--- src/acs_pkg.sv ---
// package: register map, field layout and codes of the adc compare/status block
`default_nettype none
package acs_pkg;

	// ----------------------------------------------------------------
	// register offsets (byte addresses)
	// ----------------------------------------------------------------
	localparam logic [8:0] OFS_CMP0    = 9'h088;
	localparam logic [8:0] OFS_CMP1    = 9'h08C;
	localparam logic [8:0] OFS_STATUS  = 9'h090;
	localparam logic [8:0] OFS_VALID   = 9'h094;
	localparam logic [8:0] OFS_OVERRUN = 9'h098;
	localparam logic [8:0] OFS_TDELAY  = 9'h09C;
	localparam logic [8:0] OFS_DMAVAL  = 9'h100;

	// ----------------------------------------------------------------
	// compare register fields
	// ----------------------------------------------------------------
	localparam int CMP_EN_POS    = 0;
	localparam int CMP_IE_POS    = 1;
	localparam int CMP_COND_POS  = 2;
	localparam int CMP_CH_LSB    = 3;
	localparam int CMP_CNT_LSB   = 8;
	localparam int CMP_WEN_POS   = 15;
	localparam int CMP_THR_LSB   = 16;

	// ----------------------------------------------------------------
	// status register fields
	// ----------------------------------------------------------------
	localparam int ST_END_POS    = 0;
	localparam int ST_COMPARE_FLAG_ZERO_POS  = 1;
	localparam int ST_COMPARE_FLAG_ONE_POS  = 2;
	localparam int ST_BUSY_POS   = 7;
	localparam int ST_VALID_POS  = 8;
	localparam int ST_OVR_POS    = 16;
	localparam int ST_CHAN_LSB   = 27;

	// ----------------------------------------------------------------
	// channel codes, modes, counts and reset values
	// ----------------------------------------------------------------
	localparam logic [4:0]  CH_LAST_EXT    = 5'h0B;
	localparam logic [4:0]  CH_BANDGAP     = 5'h1D;
	localparam logic [4:0]  CH_TEMP        = 5'h1E;
	localparam logic [31:0] CH_IMPL_MASK   = 32'h6000_0FFF;
	localparam logic [4:0]  BURST_END_LVL  = 5'h08;
	localparam int          DELAY_MULT_SH  = 2;
	localparam logic [31:0] RST_REG        = 32'h0000_0000;
	localparam logic [4:0]  CNT_ZERO       = 5'h00;
	localparam logic [9:0]  DLY_ZERO       = 10'h000;

	typedef enum logic [1:0] {
		ACS_MODE_SINGLE = 2'h0,
		ACS_MODE_BURST  = 2'h1,
		ACS_MODE_SCAN1  = 2'h2,
		ACS_MODE_SCANC  = 2'h3
	} acs_mode_t;

	// one comparator's settings
	typedef struct packed {
		logic [11:0] thr;
		logic        wen;
		logic [3:0]  lim;
		logic [4:0]  chan;
		logic        cond;
		logic        ie;
		logic        en;
	} acs_cmp_cfg_t;

	// a result as it is loaded into a result register
	typedef struct packed {
		logic        load;
		logic [4:0]  chan;
		logic [11:0] data;
	} acs_result_t;

endpackage
`default_nettype wire

--- src/acs_monitor.sv ---
// module: adc result comparators, conversion status, trigger delay and dma monitor
`timescale 1ns/100ps
`default_nettype none

module acs_monitor (
	input  wire logic        i_clk_sys,
	input  wire logic        i_rst_b,
	// register port
	input  wire logic [8:0]  i_addr,
	input  wire logic [31:0] i_wdata,
	input  wire logic        i_wr,
	input  wire logic        i_rd,
	output logic      [31:0] o_rdata,
	// converter core
	input  wire logic        i_result_load,
	input  wire logic [4:0]  i_result_chan,
	input  wire logic [11:0] i_result_data,
	input  wire logic [31:0] i_chan_valid,
	input  wire logic [31:0] i_chan_overrun,
	input  wire logic        i_conv_start,
	input  wire logic [1:0]  i_op_mode,
	input  wire logic [4:0]  i_cur_chan,
	input  wire logic [4:0]  i_next_chan,
	input  wire logic        i_single_done,
	input  wire logic        i_scan_done,
	input  wire logic [4:0]  i_fifo_level,
	input  wire logic        i_fifo_overrun,
	input  wire logic        i_burst_valid,
	input  wire logic        i_pwm_trig,
	input  wire logic        i_dma_xfer,
	input  wire logic [17:0] i_dma_data,
	// outputs
	output logic      [1:0]  o_cmp_irq,
	output logic             o_pwm_start,
	output logic             o_start_clear
);

	// ----------------------------------------------------------------
	// register decode
	// ----------------------------------------------------------------
	logic wr_cmp0;
	logic wr_cmp1;
	logic wr_status;
	logic wr_tdelay;

	assign wr_cmp0   = i_wr && (i_addr == acs_pkg::OFS_CMP0);
	assign wr_cmp1   = i_wr && (i_addr == acs_pkg::OFS_CMP1);
	assign wr_status = i_wr && (i_addr == acs_pkg::OFS_STATUS);
	assign wr_tdelay = i_wr && (i_addr == acs_pkg::OFS_TDELAY);

	// ----------------------------------------------------------------
	// mode and result bundle
	// ----------------------------------------------------------------
	acs_pkg::acs_mode_t mode;
	acs_pkg::acs_result_t res;

	assign mode = acs_pkg::acs_mode_t'(i_op_mode);
	assign res  = '{load: i_result_load, chan: i_result_chan, data: i_result_data};

	// ----------------------------------------------------------------
	// compare registers
	// ----------------------------------------------------------------
	acs_pkg::acs_cmp_cfg_t cfg_q [2];
	logic [1:0]            wr_cmp;

	// reset pattern cut to the width of the settings struct
	localparam acs_pkg::acs_cmp_cfg_t CFG_RST = acs_pkg::acs_cmp_cfg_t'(acs_pkg::RST_REG[24:0]);

	assign wr_cmp = {wr_cmp1, wr_cmp0};

	function automatic acs_pkg::acs_cmp_cfg_t unpack_cfg(input logic [31:0] w, input logic has_wen);
		acs_pkg::acs_cmp_cfg_t c;
		c.thr  = w[acs_pkg::CMP_THR_LSB +: 12];
		c.wen  = has_wen & w[acs_pkg::CMP_WEN_POS];
		c.lim  = w[acs_pkg::CMP_CNT_LSB +: 4];
		c.chan = w[acs_pkg::CMP_CH_LSB +: 5];
		c.cond = w[acs_pkg::CMP_COND_POS];
		c.ie   = w[acs_pkg::CMP_IE_POS];
		c.en   = w[acs_pkg::CMP_EN_POS];
		return c;
	endfunction

	function automatic logic [31:0] pack_cfg(input acs_pkg::acs_cmp_cfg_t c);
		logic [31:0] w;
		w = acs_pkg::RST_REG;
		w[acs_pkg::CMP_THR_LSB +: 12] = c.thr;
		w[acs_pkg::CMP_WEN_POS]       = c.wen;
		w[acs_pkg::CMP_CNT_LSB +: 4]  = c.lim;
		w[acs_pkg::CMP_CH_LSB +: 5]   = c.chan;
		w[acs_pkg::CMP_COND_POS]      = c.cond;
		w[acs_pkg::CMP_IE_POS]        = c.ie;
		w[acs_pkg::CMP_EN_POS]        = c.en;
		return w;
	endfunction

	// a reserved select code never selects a result, even when the loaded channel is equal to it
	function automatic logic chan_ok(input logic [4:0] ch);
		return (ch <= acs_pkg::CH_LAST_EXT) || (ch == acs_pkg::CH_BANDGAP)
			|| (ch == acs_pkg::CH_TEMP);
	endfunction

	// ----------------------------------------------------------------
	// comparators
	// ----------------------------------------------------------------
	logic [1:0] cmp_hit;
	logic [4:0] match_cnt_q [2];

	genvar g;
	generate
		for (g = 0; g < 2; g++) begin : g_cmp
			logic        sel;
			logic        cond_met;
			logic [4:0]  cnt_inc;

			// window mode bit only exists in comparator 0
			// it is stored for software only; no window compare behaviour
			always_ff @(posedge i_clk_sys) begin
				if (!i_rst_b) begin
					cfg_q[g] <= CFG_RST;
				end else if (wr_cmp[g]) begin
					cfg_q[g] <= unpack_cfg(i_wdata, (g == 0));
				end
			end

			assign sel      = res.load && cfg_q[g].en && chan_ok(cfg_q[g].chan)
				&& (res.chan == cfg_q[g].chan);
			assign cond_met = cfg_q[g].cond ? (res.data >= cfg_q[g].thr)
				: (res.data < cfg_q[g].thr);
			assign cnt_inc  = match_cnt_q[g] + 5'h01;

			// counter saturates so a long run cannot wrap to a false hit
			always_ff @(posedge i_clk_sys) begin
				if (!i_rst_b) begin
					match_cnt_q[g] <= acs_pkg::CNT_ZERO;
				end else if (wr_cmp[g]) begin
					match_cnt_q[g] <= acs_pkg::CNT_ZERO;
				end else if (sel) begin
					if (!cond_met) begin
						match_cnt_q[g] <= acs_pkg::CNT_ZERO;
					end else if (match_cnt_q[g] != 5'h1F) begin
						match_cnt_q[g] <= cnt_inc;
					end
				end
			end

			assign cmp_hit[g] = sel && cond_met
				&& (cnt_inc == ({1'b0, cfg_q[g].lim} + 5'h01));
		end
	endgenerate

	// ----------------------------------------------------------------
	// status flags
	// ----------------------------------------------------------------
	logic [1:0] cmp_flag_q;
	logic       end_flag_q;
	logic [1:0] clr_cmp;
	logic       clr_end;
	logic       end_set;

	assign clr_cmp = wr_status ? {i_wdata[acs_pkg::ST_COMPARE_FLAG_ONE_POS], i_wdata[acs_pkg::ST_COMPARE_FLAG_ZERO_POS]}
		: 2'h0;
	assign clr_end = wr_status && i_wdata[acs_pkg::ST_END_POS];

	// ----------------------------------------------------------------
	// end flag source per mode
	// ----------------------------------------------------------------
	always_comb begin
		case (mode)
			acs_pkg::ACS_MODE_SINGLE: end_set = i_single_done;
			acs_pkg::ACS_MODE_SCAN1,
			acs_pkg::ACS_MODE_SCANC:  end_set = i_scan_done;
			acs_pkg::ACS_MODE_BURST:  end_set = i_fifo_level > acs_pkg::BURST_END_LVL;
			default:                  end_set = 1'b0;
		endcase
	end

	// a set in the same cycle as a clear wins, so no event is lost
	always_ff @(posedge i_clk_sys) begin
		if (!i_rst_b) begin
			cmp_flag_q <= 2'h0;
		end else begin
			cmp_flag_q <= (cmp_flag_q & ~clr_cmp) | cmp_hit;
		end
	end

	// in burst a fifo level above BURST_END_LVL keeps setting it, so a clear sticks only at or below that level
	always_ff @(posedge i_clk_sys) begin
		if (!i_rst_b) begin
			end_flag_q <= 1'b0;
		end else begin
			end_flag_q <= (end_flag_q & ~clr_end) | end_set;
		end
	end

	// ----------------------------------------------------------------
	// interrupt requests
	// ----------------------------------------------------------------
	always_ff @(posedge i_clk_sys) begin
		if (!i_rst_b) begin
			o_cmp_irq <= 2'h0;
		end else begin
			o_cmp_irq <= cmp_flag_q & {cfg_q[1].ie, cfg_q[0].ie};
		end
	end

	// ----------------------------------------------------------------
	// start bit auto-clear
	// ----------------------------------------------------------------
	always_ff @(posedge i_clk_sys) begin
		if (!i_rst_b) begin
			o_start_clear <= 1'b0;
		end else begin
			o_start_clear <= ((mode == acs_pkg::ACS_MODE_SINGLE) && i_single_done)
				|| ((mode == acs_pkg::ACS_MODE_SCAN1) && i_scan_done);
		end
	end

	// ----------------------------------------------------------------
	// pwm trigger delay
	// ----------------------------------------------------------------
	logic [7:0] dly_field_q;
	logic [9:0] dly_cnt_q;
	logic       dly_run_q;

	always_ff @(posedge i_clk_sys) begin
		if (!i_rst_b) begin
			dly_field_q <= acs_pkg::RST_REG[7:0];
		end else if (wr_tdelay) begin
			dly_field_q <= i_wdata[7:0];
		end
	end

	// a trigger during a running delay restarts it
	// start comes four times the field plus two cycles after the trigger cycle
	always_ff @(posedge i_clk_sys) begin
		if (!i_rst_b) begin
			dly_cnt_q   <= acs_pkg::DLY_ZERO;
			dly_run_q   <= 1'b0;
			o_pwm_start <= 1'b0;
		end else begin
			o_pwm_start <= 1'b0;
			if (i_pwm_trig) begin
				dly_cnt_q <= {dly_field_q, 2'b00};
				dly_run_q <= 1'b1;
			end else if (dly_run_q) begin
				if (dly_cnt_q == acs_pkg::DLY_ZERO) begin
					o_pwm_start <= 1'b1;
					dly_run_q   <= 1'b0;
				end else begin
					dly_cnt_q <= dly_cnt_q - 10'h001;
				end
			end
		end
	end

	// ----------------------------------------------------------------
	// dma monitor
	// ----------------------------------------------------------------
	// last moved word stays readable until the next transfer
	logic [17:0] dma_val_q;

	always_ff @(posedge i_clk_sys) begin
		if (!i_rst_b) begin
			dma_val_q <= acs_pkg::RST_REG[17:0];
		end else if (i_dma_xfer) begin
			dma_val_q <= i_dma_data;
		end
	end

	// ----------------------------------------------------------------
	// status views
	// ----------------------------------------------------------------
	logic        burst;
	logic [31:0] valid_view;
	logic [31:0] ovr_view;
	logic [31:0] status_view;

	assign burst      = (mode == acs_pkg::ACS_MODE_BURST);
	assign valid_view = acs_pkg::CH_IMPL_MASK
		& (i_chan_valid | {32{burst & i_burst_valid}});
	assign ovr_view   = acs_pkg::CH_IMPL_MASK
		& (i_chan_overrun | {32{burst & i_fifo_overrun}});

	always_comb begin
		status_view = acs_pkg::RST_REG;
		status_view[acs_pkg::ST_CHAN_LSB +: 5] = i_conv_start ? i_cur_chan : i_next_chan;
		status_view[acs_pkg::ST_OVR_POS]   = |ovr_view;
		status_view[acs_pkg::ST_VALID_POS] = |valid_view;
		status_view[acs_pkg::ST_BUSY_POS]  = i_conv_start;
		status_view[acs_pkg::ST_COMPARE_FLAG_ONE_POS] = cmp_flag_q[1];
		status_view[acs_pkg::ST_COMPARE_FLAG_ZERO_POS] = cmp_flag_q[0];
		status_view[acs_pkg::ST_END_POS]   = end_flag_q;
	end

	// ----------------------------------------------------------------
	// read path
	// ----------------------------------------------------------------
	always_ff @(posedge i_clk_sys) begin
		if (!i_rst_b) begin
			o_rdata <= acs_pkg::RST_REG;
		end else if (i_rd) begin
			case (i_addr)
				acs_pkg::OFS_CMP0:    o_rdata <= pack_cfg(cfg_q[0]);
				acs_pkg::OFS_CMP1:    o_rdata <= pack_cfg(cfg_q[1]);
				acs_pkg::OFS_STATUS:  o_rdata <= status_view;
				acs_pkg::OFS_VALID:   o_rdata <= valid_view;
				acs_pkg::OFS_OVERRUN: o_rdata <= ovr_view;
				acs_pkg::OFS_TDELAY:  o_rdata <= {24'h000000, dly_field_q};
				acs_pkg::OFS_DMAVAL:  o_rdata <= {14'h0000, dma_val_q};
				default:              o_rdata <= acs_pkg::RST_REG;
			endcase
		end else begin
			o_rdata <= acs_pkg::RST_REG;
		end
	end

endmodule // acs_monitor
`default_nettype wire

--- config.mk ---
export PLATFORM = sky130hd
export DESIGN_NAME = acs_monitor
export DESIGN_NICKNAME = d
export VERILOG_FILES = /design/src/acs_pkg.sv /design/src/acs_monitor.sv
export SDC_FILE = /design/constraint.sdc
export NUM_CORES = 1
export LEC_CHECK = 0
export BUFFER_PORTS_ARGS = -buffer_cell sky130_fd_sc_hd__clkbuf_2
export CAP_MARGIN = 0
export CORE_MARGIN = 3
export CORE_UTILIZATION = 35
export CTS_CLUSTER_SIZE = 28
export DETAILED_ROUTE_END_ITERATION = 10
export PLACE_DENSITY_LB_ADDON = 0.3
export SLEW_MARGIN = 20
export SYNTH_ARGS = -nofsm -noshare
export SYNTH_HDL_FRONTEND = slang
export SYNTH_SLANG_ARGS = --single-unit
--- constraint.sdc ---
create_clock -name i_clk_sys -period 3.3 [get_ports i_clk_sys]
set_input_delay 0.33 -clock i_clk_sys [delete_from_list [all_inputs] [get_ports i_clk_sys]]
set_output_delay 0.33 -clock i_clk_sys [all_outputs]
set_load 0.03 [all_outputs]
==> metrics.md, run 1 <==
| Metric | Value |
|---|---|
| Mapped cell area | `7069 sq um` |
| WL/cell | `16.81 um` |
| IO buf count | `between 150 and 200` |
| Worst-Margin Slew | `0.6974 ns` |
| Overall Power | `4.144 mW` |
| Register area share after synthesis | `0.4658` |
| Placed wire-length estimate | `14690 um` |
| Fill count | `slightly below 2000` |
| RD Place Congestion | `0.8420` |
| DRT antenna net count | `0` |
| Cells after Synth | `704` |
| Synth warn | `0` |
| Fin Setup TNS | `0 ns` |
| 1st-iter DRT viols | `277` |
| N_diodes | `0` |
| Placed cell count | `1110` |
| Largest net degree at the start of global routing | `41` |
| Setup bufs post-CTS | `0` |
| Initial Util | `0.3597` |
| Worst Path Max Fanout | `5` |
| Min Hold Slack | `0.1436 ns` |
| Main synth FF type | `dfxtp_1` |
| Ys async rst share | `0` |
| Min Tclk post-route | `2.409 ns` |
| Vias post-DR | `5757` |
| Die area | `21940 sq um` |
| CTS Buffer Depth | `2` |
| CP endpoint kind | `register` |
| Ports | `a little over 200` |
| Final core utilization | `0.4451` |
| Initial antenna violation count | `1` |
| Post-CTS resize count | `0` |
| Fin cells | `1142` |
| Fmax | `415.1 MHz` |
| Vias in the first global route | `5714` |
| Final Setup Violations | `0` |
| Critical Path Start Type | `register` |
| Data arrival, critical path | `2.51 ns` |
| Synthesized area per cell | `10.04 sq um` |
| # DRC | `0` |
| Footprint of the multi-input gates | `around 3500 sq um` |
| CTS tree | `done` |
| CTS Buf Count | `17` |
| Die Wd | `148.1 um` |
| Share of layout cells above drive strength 1 | `0.2554` |
| GRT Residual Overflow | `0` |
| RSZ-0062 raised after global routing | `false` |
| H-tree level count | `4` |
| Critical path type | `register to register` |
| Seq cells post-synth | `135` |
| Data required time of the worst path | `between 3 and 4 ns` |
| Area added between synthesis and finish | `23.75%` |
| Sink Count | `135` |
| CTS Hold Bufs | `0` |
| Nets | `1064` |
| WL final | `19190 um` |
| Pins Over Slew Limit | `0` |
| Clk_skew | `roughly 0.012 ns` |
| Max-cap violations | `0` |
| Vias per std cell | `5.041` |
| Row count | `a little over 50` |
| Seq. cell area | `3293 sq um` |
| Chip height | `about 150 um` |
| Syn nets | `904` |
| EDFF count, synth | `59` |
| CTS Root Cell | `clkbuf_16` |
| Yosys cell types | `68` |
| DRT Pass-1 Iters | `5` |
| Hold Vio Cnt, Final | `0` |
| PwrDens | `roughly 470 nW/um^2` |
| Core Area | `19650 sq um` |
| First-pass GRT wire length | `around 30000 um` |
| Final Cycle Share | `0.7300` |
| VDD IR-drop max | `266.5 uV` |
| GRT Overall Usage | `0.1753` |
| LEAKAGE | `3.717 nW` |
| Status | `finished, final reports clean` |
| Reg clk slew, reported paths | `0.06 ns` |
| Clock Latency Late Sink | `0.42 ns` |
| Slew margin rel. | `0.5351` |
| HP Class | `input port to register` |
==> through the flow <==
step / setup slack (ns) / cell area [sq um]
after CTS: 0.8724 / 8748
after floorplan: 0.4516 / 7069
after global routing: 0.6663 / 8748
final: 0.8911 / 8748
after detailed placement: 0.8029 / 8172
after global placement: 0.8211 / 8172
==> metal layers <==
metal / global-route usage / up-vias / wire, um
met3: 0.04113 / 40 / 1112
li1: - / 2871 / -
met5: 0 / - / 13
met2: 0.2770 / 180 / 8752
met4: 0.07991 / 2 / 694
met1: 0.2291 / 2664 / 8619
==> worst paths after layout <==
check | startpoint | to | slack (ns) | cells after the start
worst max-delay path | cfg_q[1][24] | match_cnt_q[1][0] | 0.89 | 8
worst min-delay path | i_op_mode[0] | o_start_clear | 0.14 | 2
worst max register to register | cfg_q[1][24] | match_cnt_q[1][0] | 0.89 | 8
worst min register to register | dma_val_q[12] | o_rdata[12] | 0.49 | 1
==> cell families after synthesis <==
group                    synth area share
adder cells (fa/ha/maj)           0.05487
AO/OA/AOI/OAI                      0.1285
XOR/XNOR                          0.02973
multiplexers                      0.07575
buffers and inverters             0.03611
flip-flops                         0.4658
AND/OR/NAND/NOR                    0.2092
==> cell usage after synthesis, types with 3 or more instances <==
master,instances,area (sq um)
edfxtp_1,59,1772
nor2_1,40,150.1
a31oi_1,13,81.33
nor2b_1,32,200.2
mux2_2,4,45.04
nor4_1,7,43.79
o21ai_0,40,200.2
nand2b_1,5,31.28
a22oi_1,3,22.52
o21a_1,7,52.55
xnor2_1,11,96.34
nor3_1,17,85.08
buf_2,15,75.07
and2_1,57,356.6
a211oi_1,3,22.52
nor3b_1,4,30.03
ha_1,31,387.9
clkbuf_1,15,56.30
nand3b_1,3,22.52
a21oi_1,27,135.1
and3_1,17,106.4
mux2i_1,49,490.5
o21ai_1,6,30.03
and3b_1,4,35.03
nand4_1,8,50.05
xor2_1,13,113.9
inv_1,29,108.9
a221oi_1,4,35.03
a21o_1,6,45.04
nand3_1,18,90.09
dfxtp_1,76,1521
o31ai_1,4,30.03
or3_1,3,18.77
nand2_1,27,101.4
o211ai_1,4,30.03
==> worst max-delay path, cell delays in order, from the launching register on <==
cell and delay (ns):
edfxtp_1 0.34, inv_1 0.05, ha_1 0.31, nand4_1 0.12, nor3_1 0.42, o211ai_1 0.16, a21oi_1 0.26, a21o_1 0.18
o22a_1 0.26
==> cell usage in the layout (no fill, tap or decap), drive strengths merged, types with 11 or more instances in the layout <==
cell type / Yosys / final
clkbuf: 16 / 180
dfxtp: 76 / 76
edfxtp: 59 / 59
and2: 57 / 57
mux2i: 49 / 49
o21ai: 46 / 46
nor2: 42 / 42
inv: 29 / 36
nor2b: 32 / 32
ha: 31 / 31
nand2: 28 / 28
a21oi: 27 / 27
nand3: 19 / 19
and3: 17 / 17
nor3: 17 / 17
a31oi: 13 / 13
xor2: 13 / 13
buf: 17 / 13
xnor2: 11 / 11
==> state kept, by name (all words and copies together), names as in the netlist <==
| signal | flops |
|---|---|
| cfg_q | 49 |
| o_rdata | 32 |
| dma_val_q | 18 |
| dly_cnt_q | 10 |
| match_cnt_q | 10 |
| dly_field_q | 8 |
| cmp_flag_q | 2 |
| o_cmp_irq | 2 |
| dly_run_q | 1 |
| end_flag_q | 1 |
| o_pwm_start | 1 |
| o_start_clear | 1 |
==> power breakdown <==
group	internal [mW]	total, mW	leakage [nW]	switching, mW
sequential	1.80	1.84	1.19	0.0424
combinational	0.196	0.424	2.24	0.228
clock	1.12	1.88	0.289	0.753
total	3.12	4.14	3.72	1.02
==> cell type report <==
type                       count  share of cell area
clock buffer                  19             0.04949
multi-input combinational    507              0.4040
timing repair buffer         174              0.1033
sequential                   135              0.3764
inverter                      29             0.01244
clock inverter                13             0.01645
tap                          265             0.03790
No activity file was read; power rests on OpenSTA's default activity.
==> run 2: changes to the inputs <==
- ABC_AREA: not set -> 1
- clock period: 3.3 -> 2 ns (I/O delays scaled with it)
==> run 2 against run 1 <==
  * Maximum frequency increased by 31%
  * Non-clock buffer count grew 21
  * Combinational power is 92% higher
  * Count of clock-buffer cells in the layout is the same
  * Final cell count increased by 27%
  * Highest routed layer unchanged
==> metrics.md, run 2 <==
| Metric | Value |
|---|---|
| Seq. cell area | `approximately 3300 sq um` |
| Data arrival, critical path | `2.02 ns` |
| Min Hold Slack | `0.01432 ns` |
| Share of layout cells above drive strength 1 | `0.2536` |
| PwrDens | `730.5 nW/um^2` |
| CTS tree | `done` |
| 1st-iter DRT viols | `427` |
| Main area contributors after synthesis | `edfxtp_1 24%, dfxtp_1 20%, nand2_1 8.6%` |
| Pins Over Slew Limit | `0` |
| CTS Buffer Depth | `2` |
| Main synth FF type | `dfxtp_1` |
| Post-synthesis mux area share | `0.001329` |
| Die area | `23310 sq um` |
| Data required time of the worst path | `roughly 2.2 ns` |
| N_diodes | `0` |
| Clock Latency Late Sink | `approximately 0.43 ns` |
| Chip height | `152.7 um` |
| Slew margin rel. | `0.6663` |
| GRT Overall Usage | `0.1848` |
| H-tree level count | `4` |
| Min Tclk post-route | `1.842 ns` |
| Initial Util | `0.3571` |
| Fin Setup TNS | `0 ns` |
| Max FFs per register | `between 40 and 50` |
| Footprint of the multi-input gates | `3515 sq um` |
| Die Wd | `between 150 and 200 um` |
| Dpl ws | `0.02264 ns` |
| Synth Area in XOR/XNOR | `0.02443` |
| Post-synth top area share | `0.2353` |
| VDD IR-drop max | `564.2 uV` |
| Nets | `1358` |
| WL/cell | `roughly 15 um` |
| Yosys cell types | `51` |
| CTS Buf Count | `17` |
| CTS Root Cell | `clkbuf_16` |
| HP Class | `input port to register` |
| Mapped cell area | `7530 sq um` |
| DRT Pass-1 Iters | `6` |
| Fmax | `543.0 MHz` |
| Most numerous cell in the Yosys netlist | `nand2_1` |
| First-pass GRT wire length | `around 34000 um` |
| WL final | `roughly 22000 um` |
| Adder-cell share of the synthesized area | `0.05151` |
| Synth warn | `0` |
| Critical Path Start Type | `register` |
| GRT Residual Overflow | `0` |
| EDFF count, synth | `59` |
| Largest family of logic cells by synthesized area | `simple AND/OR/NAND/NOR gates` |
| Hold Vio Cnt, Final | `0` |
| Cells after Synth | `a little under 1000` |
| Ports | `205` |
| Worst Path Max Fanout | `5` |
| Register with the most flip-flops | `cfg_q` |
| Ys async rst share | `0` |
| DRT antenna net count | `0` |
| Area added between synthesis and finish | `26.50%` |
| Final Setup Violations | `0` |
| Vias per std cell | `around 4.8` |
| LEAKAGE | `roughly 4.6 nW` |
| Sink Count | `135` |
| Register area share after synthesis | `0.4374` |
| Initial antenna violation count | `1` |
| Syn nets | `1162` |
| Commonest non-fill, non-tap cell in the layout | `nand2_1` |
| Final WS setup | `0.1583 ns` |
| RD Place Congestion | `0.9179` |
| Most frequent cells in the layout | `169 x nand2_1, 161 x clkbuf_2, 160 x inv_1` |
| Largest area contributor in the netlist | `edfxtp_1` |
| IO buf count | `161` |
| Clk_skew | `between 0.008 and 0.009 ns` |
| CP endpoint kind | `register` |
| Row count | `53` |
| Vias in the first global route | `6607` |
| Post-synthesis compound-gate area fraction | `0.1077` |
| Simple-gate share of the synthesized area | `0.2745` |
| Synthesized area per cell | `between 7 and 8 sq um` |
| Largest net degree at the start of global routing | `25` |
| Worst-Margin Slew | `0.4954 ns` |
| Biggest regs | `cfg_q (49), o_rdata (32), dma_val_q (18)` |
| Final Cycle Share | `0.9209` |
| Setup bufs post-CTS | `0` |
| Critical path type | `register to register` |
| Fill count | `2168` |
| Vias post-DR | `6917` |
| Reg clk slew, reported paths | `~0.070 ns` |
| Placed wire-length estimate | `17140 um` |
| # DRC | `0` |
| Status | `finished, final reports clean` |
| Seq cells post-synth | `between 100 and 150` |
| Core Area | `21090 sq um` |
| Max-cap violations | `0` |
| Synth cell count leaders | `172 x nand2_1, 161 x inv_1, 145 x nor2_1` |
-- run 2: cell types whose count changed in the layout (fill, tap and decap cells not counted), sizes merged, moves of 12 or more --
cell	before	now
nand2	28	182
inv	36	178
nor2	42	179
and2	57	0
mux2i	49	1
nor2b	32	0
nand3	19	44
o21ai	46	71
a21oi	27	47
and3	17	1
a31oi	13	0
dlygate4sd3	0	12
-- run 2: routing by layer --
layer / GRT usage / wire, um / up-vias
met5: 0 / 9 / -
met4: 0.07085 / 583 / 2
met3: 0.03976 / 1294 / 42
met2: 0.3033 / 10580 / 221
met1: 0.2392 / 9534 / 3170
li1: - / - / 3482
-- run 2: final timing paths --
path                                     from                end  slack, ns  depth (start not counted)
worst max register to register   cfg_q[0][22]  match_cnt_q[0][2]       0.16                         11
worst min register to register  dma_val_q[12]        o_rdata[12]       0.44                          2
worst max-delay path             cfg_q[0][22]  match_cnt_q[0][2]       0.16                         11
worst min-delay path            i_dma_data[3]       dma_val_q[3]       0.01                          3
-- run 2: report_power, final --
part	switching, mW	total, mW	internal, mW
logic	0.487	0.815	0.329
registers	0.0668	3.04	2.97
clock network	1.35	3.10	1.75
total	1.90	6.96	5.06
-- run 2: stage by stage --
stage / area (sq um) / instances / util / total power [mW]
finish: 9525 / 1446 / 0.4517 / 6.958
global route: 9525 / 1446 / 0.4517 / 7.277
CTS: 9483 / 1446 / 0.4497 / 7.002
detailed placement: 8772 / 1402 / 0.4160 / 3.884
global placement: 8772 / 1402 / 0.4160 / 3.872
floorplan: 7537 / 962 / - / 3.552
-- run 2: layout make-up --
class                      instances  area share
multi-input combinational        637      0.3690
sequential                       135      0.3457
clock buffer                      19     0.04873
tap                              275     0.03612
timing repair buffer             195      0.1185
clock inverter                    13     0.01274
inverter                         172     0.06922
-- run 2: what timing repair did --
action | CTS | global route
hold endpoints to repair | 12 | 0
hold buffers | 12 | 0
setup endpoints to repair | 5 | 20
gates resized for setup | 1 | 12
pin swaps | 0 | 3
-- run 2: kinds of logic after synthesis --
family | Yosys count
buffers and inverters | 190
xor gates and xnor gates | 21
muxes | 1
adders and majority gates | 31
AOI/OAI and AO/OA | 145
DFF | 135
and+or+nand+nor | 439
-- run 2: worst max-delay path, stage by stage, from the launching register on --
cell	delay, ns
edfxtp_1	0.37
inv_2	0.06
ha_4	0.26
nand2_1	0.06
nor2_2	0.16
nand4_1	0.10
o21ai_0	0.19
nand3_2	0.10
nand2_2	0.08
nand2_1	0.06
nand2_2	0.08
nand2_4	0.07
==> run 3: changes to the inputs <==
- CELL_PAD_IN_SITES_DETAIL_PLACEMENT: not set -> 0
- CELL_PAD_IN_SITES_GLOBAL_PLACEMENT: not set -> 2
- CORE_UTILIZATION: 35 -> 27
==> run 3 against run 2 <==
  * Hold slack got worse by 0.0025 ns
  * Non-clock buffer count grew 9
  * Sequential cell count unchanged
  * Via count is 2.4% lower
  * Highest routed layer is now met4
  * Clock skew grew 0.0043 ns
  * Power rose by 0.78%
  * Utilization down 9.5 points
  * Global-route usage shrank 2.0 points
  * Routed wire length increased by 11%
  * Count of clock-buffer cells in the layout fell by 2
  * Maximum frequency down 3.5%
  * Critical path type unchanged
  * Combinational power is 2% higher
==> metrics.md, run 3 (same netlist as run 2, synthesis figures left out) <==
| Metric | Value |
|---|---|
| CTS tree | `done` |
| Die area | `29930 sq um` |
| Hold Path Depth | `3` |
| Vias post-DR | `6752` |
| H-tree level count | `4` |
| 1st-iter DRT viols | `roughly 360` |
| CTS Root Cell | `clkbuf_16` |
| Final Setup Violations | `0` |
| VDD IR-drop max | `465.1 uV` |
| CTS Buffer Depth | `2` |
| R2R depth | `10` |
| LEAKAGE | `4.597 nW` |
| R2r endpoint | `cmp_flag_q[0]` |
| DRT antenna net count | `0` |
| Max FFs per register | `~50` |
| Overall Power | `between 7 and 8 mW` |
| GRT Residual Overflow | `0` |
| Row count | `60` |
| Reg clk slew, reported paths | `0.06 ns` |
| Hold Vio Cnt, Final | `0` |
| Most frequent cells in the layout | `166 x nand2_1, 161 x inv_1, 161 x clkbuf_2` |
| Nets | `1367` |
| R2R setup slack | `0.09 ns` |
| Data required time of the worst path | `~2.4 ns` |
| Clk_skew | `0.01326 ns` |
| Critical path type | `register to register` |
| Slew margin rel. | `0.6603` |
| Fill count | `3012` |
| Share of layout cells above drive strength 1 | `0.2653` |
| N_diodes | `0` |
| Biggest regs | `cfg_q (49), o_rdata (32), dma_val_q (18)` |
| RSZ-0062 raised after global routing | `false` |
| Worst-Margin Slew | `0.5096 ns` |
| Hold Path End | `dma_val_q[5]` |
| Initial antenna violation count | `0` |
| Register with the most flip-flops | `cfg_q` |
| CP endpoint kind | `register` |
| Fin cells | `1552` |
| RD Place Congestion | `~0.77` |
| Placed cell area | `around 8900 sq um` |
| Final core utilization | `0.3570` |
| First-pass GRT wire length | `38100 um` |
| Final Cycle Share | `0.9546` |
| Status | `finished, final reports clean` |
| Worst Path Max Fanout | `2` |
| Placed cell count | `1507` |
| Critical Path Start Type | `register` |
| CTS Buf Count | `17` |
| Vias in the first global route | `between 6000 and 7000` |
| Fin Setup TNS | `0 ns` |
| Vias per std cell | `4.351` |
| Dpl ws | `-0.04851 ns` |
| Largest net degree at the start of global routing | `25` |
| Placed wire-length estimate | `19380 um` |
| Hold_sp | `i_dma_data[5]` |
| Ports | `205` |
| Min Hold Slack | `0.01186 ns` |
| Max-cap violations | `0` |
| HP Class | `input port to register` |
| WL/cell | `between 15 and 20 um` |
| PwrDens | `approximately 720 nW/um^2` |
| Sink Count | `around 140` |
| Die Wd | `173.0 um` |
| Worst reg2reg path startpoint | `match_cnt_q[0][0]` |
| Fmax | `523.8 MHz` |
| Final WS setup | `0.09084 ns` |
| DRT Pass-1 Iters | `5` |
| WL final | `24350 um` |
| # DRC | `0` |
| Data arrival, critical path | `between 2 and 2.5 ns` |
| IO buf count | `between 150 and 200` |
| Initial Util | `0.2771` |
| GRT Overall Usage | `0.1652` |
| Commonest non-fill, non-tap cell in the layout | `nand2_1` |
| Fin area | `9703 sq um` |
| Core Area | `~27000 sq um` |
| Clock Latency Late Sink | `0.43 ns` |
| Area added between synthesis and finish | `28.86%` |
| Chip height | `~170 um` |
| Pins Over Slew Limit | `0` |
| Min Tclk post-route | `1.909 ns` |
## run 3: cell types whose count changed in the layout (fill, tap and decap cells not counted), sizes merged
cell / previous run / this run
buf: 22 / 33
inv: 178 / 180
clkbuf: 180 / 178
dlygate4sd3: 12 / 10
## run 3: routing by layer
| layer | vias up | global-route usage | routed length (um) |
|---|---|---|---|
| li1 | 3506 | - | - |
| met3 | 26 | 0.03382 | 1071 |
| met4 | 0 | 0.04831 | 417 |
| met5 | - | 0 | 0 |
| met2 | 141 | 0.2675 | 11370 |
| met1 | 3079 | 0.2230 | 11490 |
## run 3: how the worst max path moves through the flow
stage / from / endpoint / slack, ns / cells past startpoint
after floorplan: i_addr[7] / match_cnt_q[0][0] / 0.20 / 8
after global placement: cfg_q[0][24] / match_cnt_q[0][0] / -0.02 / 12
after detailed placement: cfg_q[0][24] / match_cnt_q[0][0] / -0.05 / 12
after CTS: cfg_q[0][24] / match_cnt_q[0][2] / 0.01 / 12
after global routing: cfg_q[0][22] / match_cnt_q[0][0] / 0.003 / 13
final: match_cnt_q[0][0] / cmp_flag_q[0] / 0.09 / 10
## run 3: power by group
part	leakage, nW	internal [mW]	switching [mW]
Combinational	3.13	0.333	0.500
Sequential	1.19	2.97	0.0643
Clock	0.284	1.67	1.47
## run 3: cell type report
class | count | area, sq um | area share
well taps | 372 | 465.4 | 0.04797
multi-input cells | 637 | 3531 | 0.3639
clock buffers | 17 | 425.4 | 0.04384
flip-flops and latches | 135 | 3293 | 0.3394
clock inverters | 15 | 150.1 | 0.01547
repair buffers | 204 | 1179 | 0.1215
inverters | 172 | 659.4 | 0.06796
## run 3: worst max-delay path, stage by stage, from the launching register on
cell and delay (ns):
edfxtp_1 0.40, ha_1 0.24, and3_1 0.19, ha_1 0.26, inv_1 0.06, xor2_1 0.16
nor3_1 0.12, nand2_1 0.08, nor2_1 0.16, nand3_1 0.10, nand2_1 0.07
## run 3: what timing repair did
item,4_1_cts,5_1_grt
buffers inserted,0,3
gates cloned,0,0
gates resized for setup,2,16
endpoints found under the setup margin,10,19
hold endpoints to repair,10,0
pin swaps,0,5
hold buffers,10,0
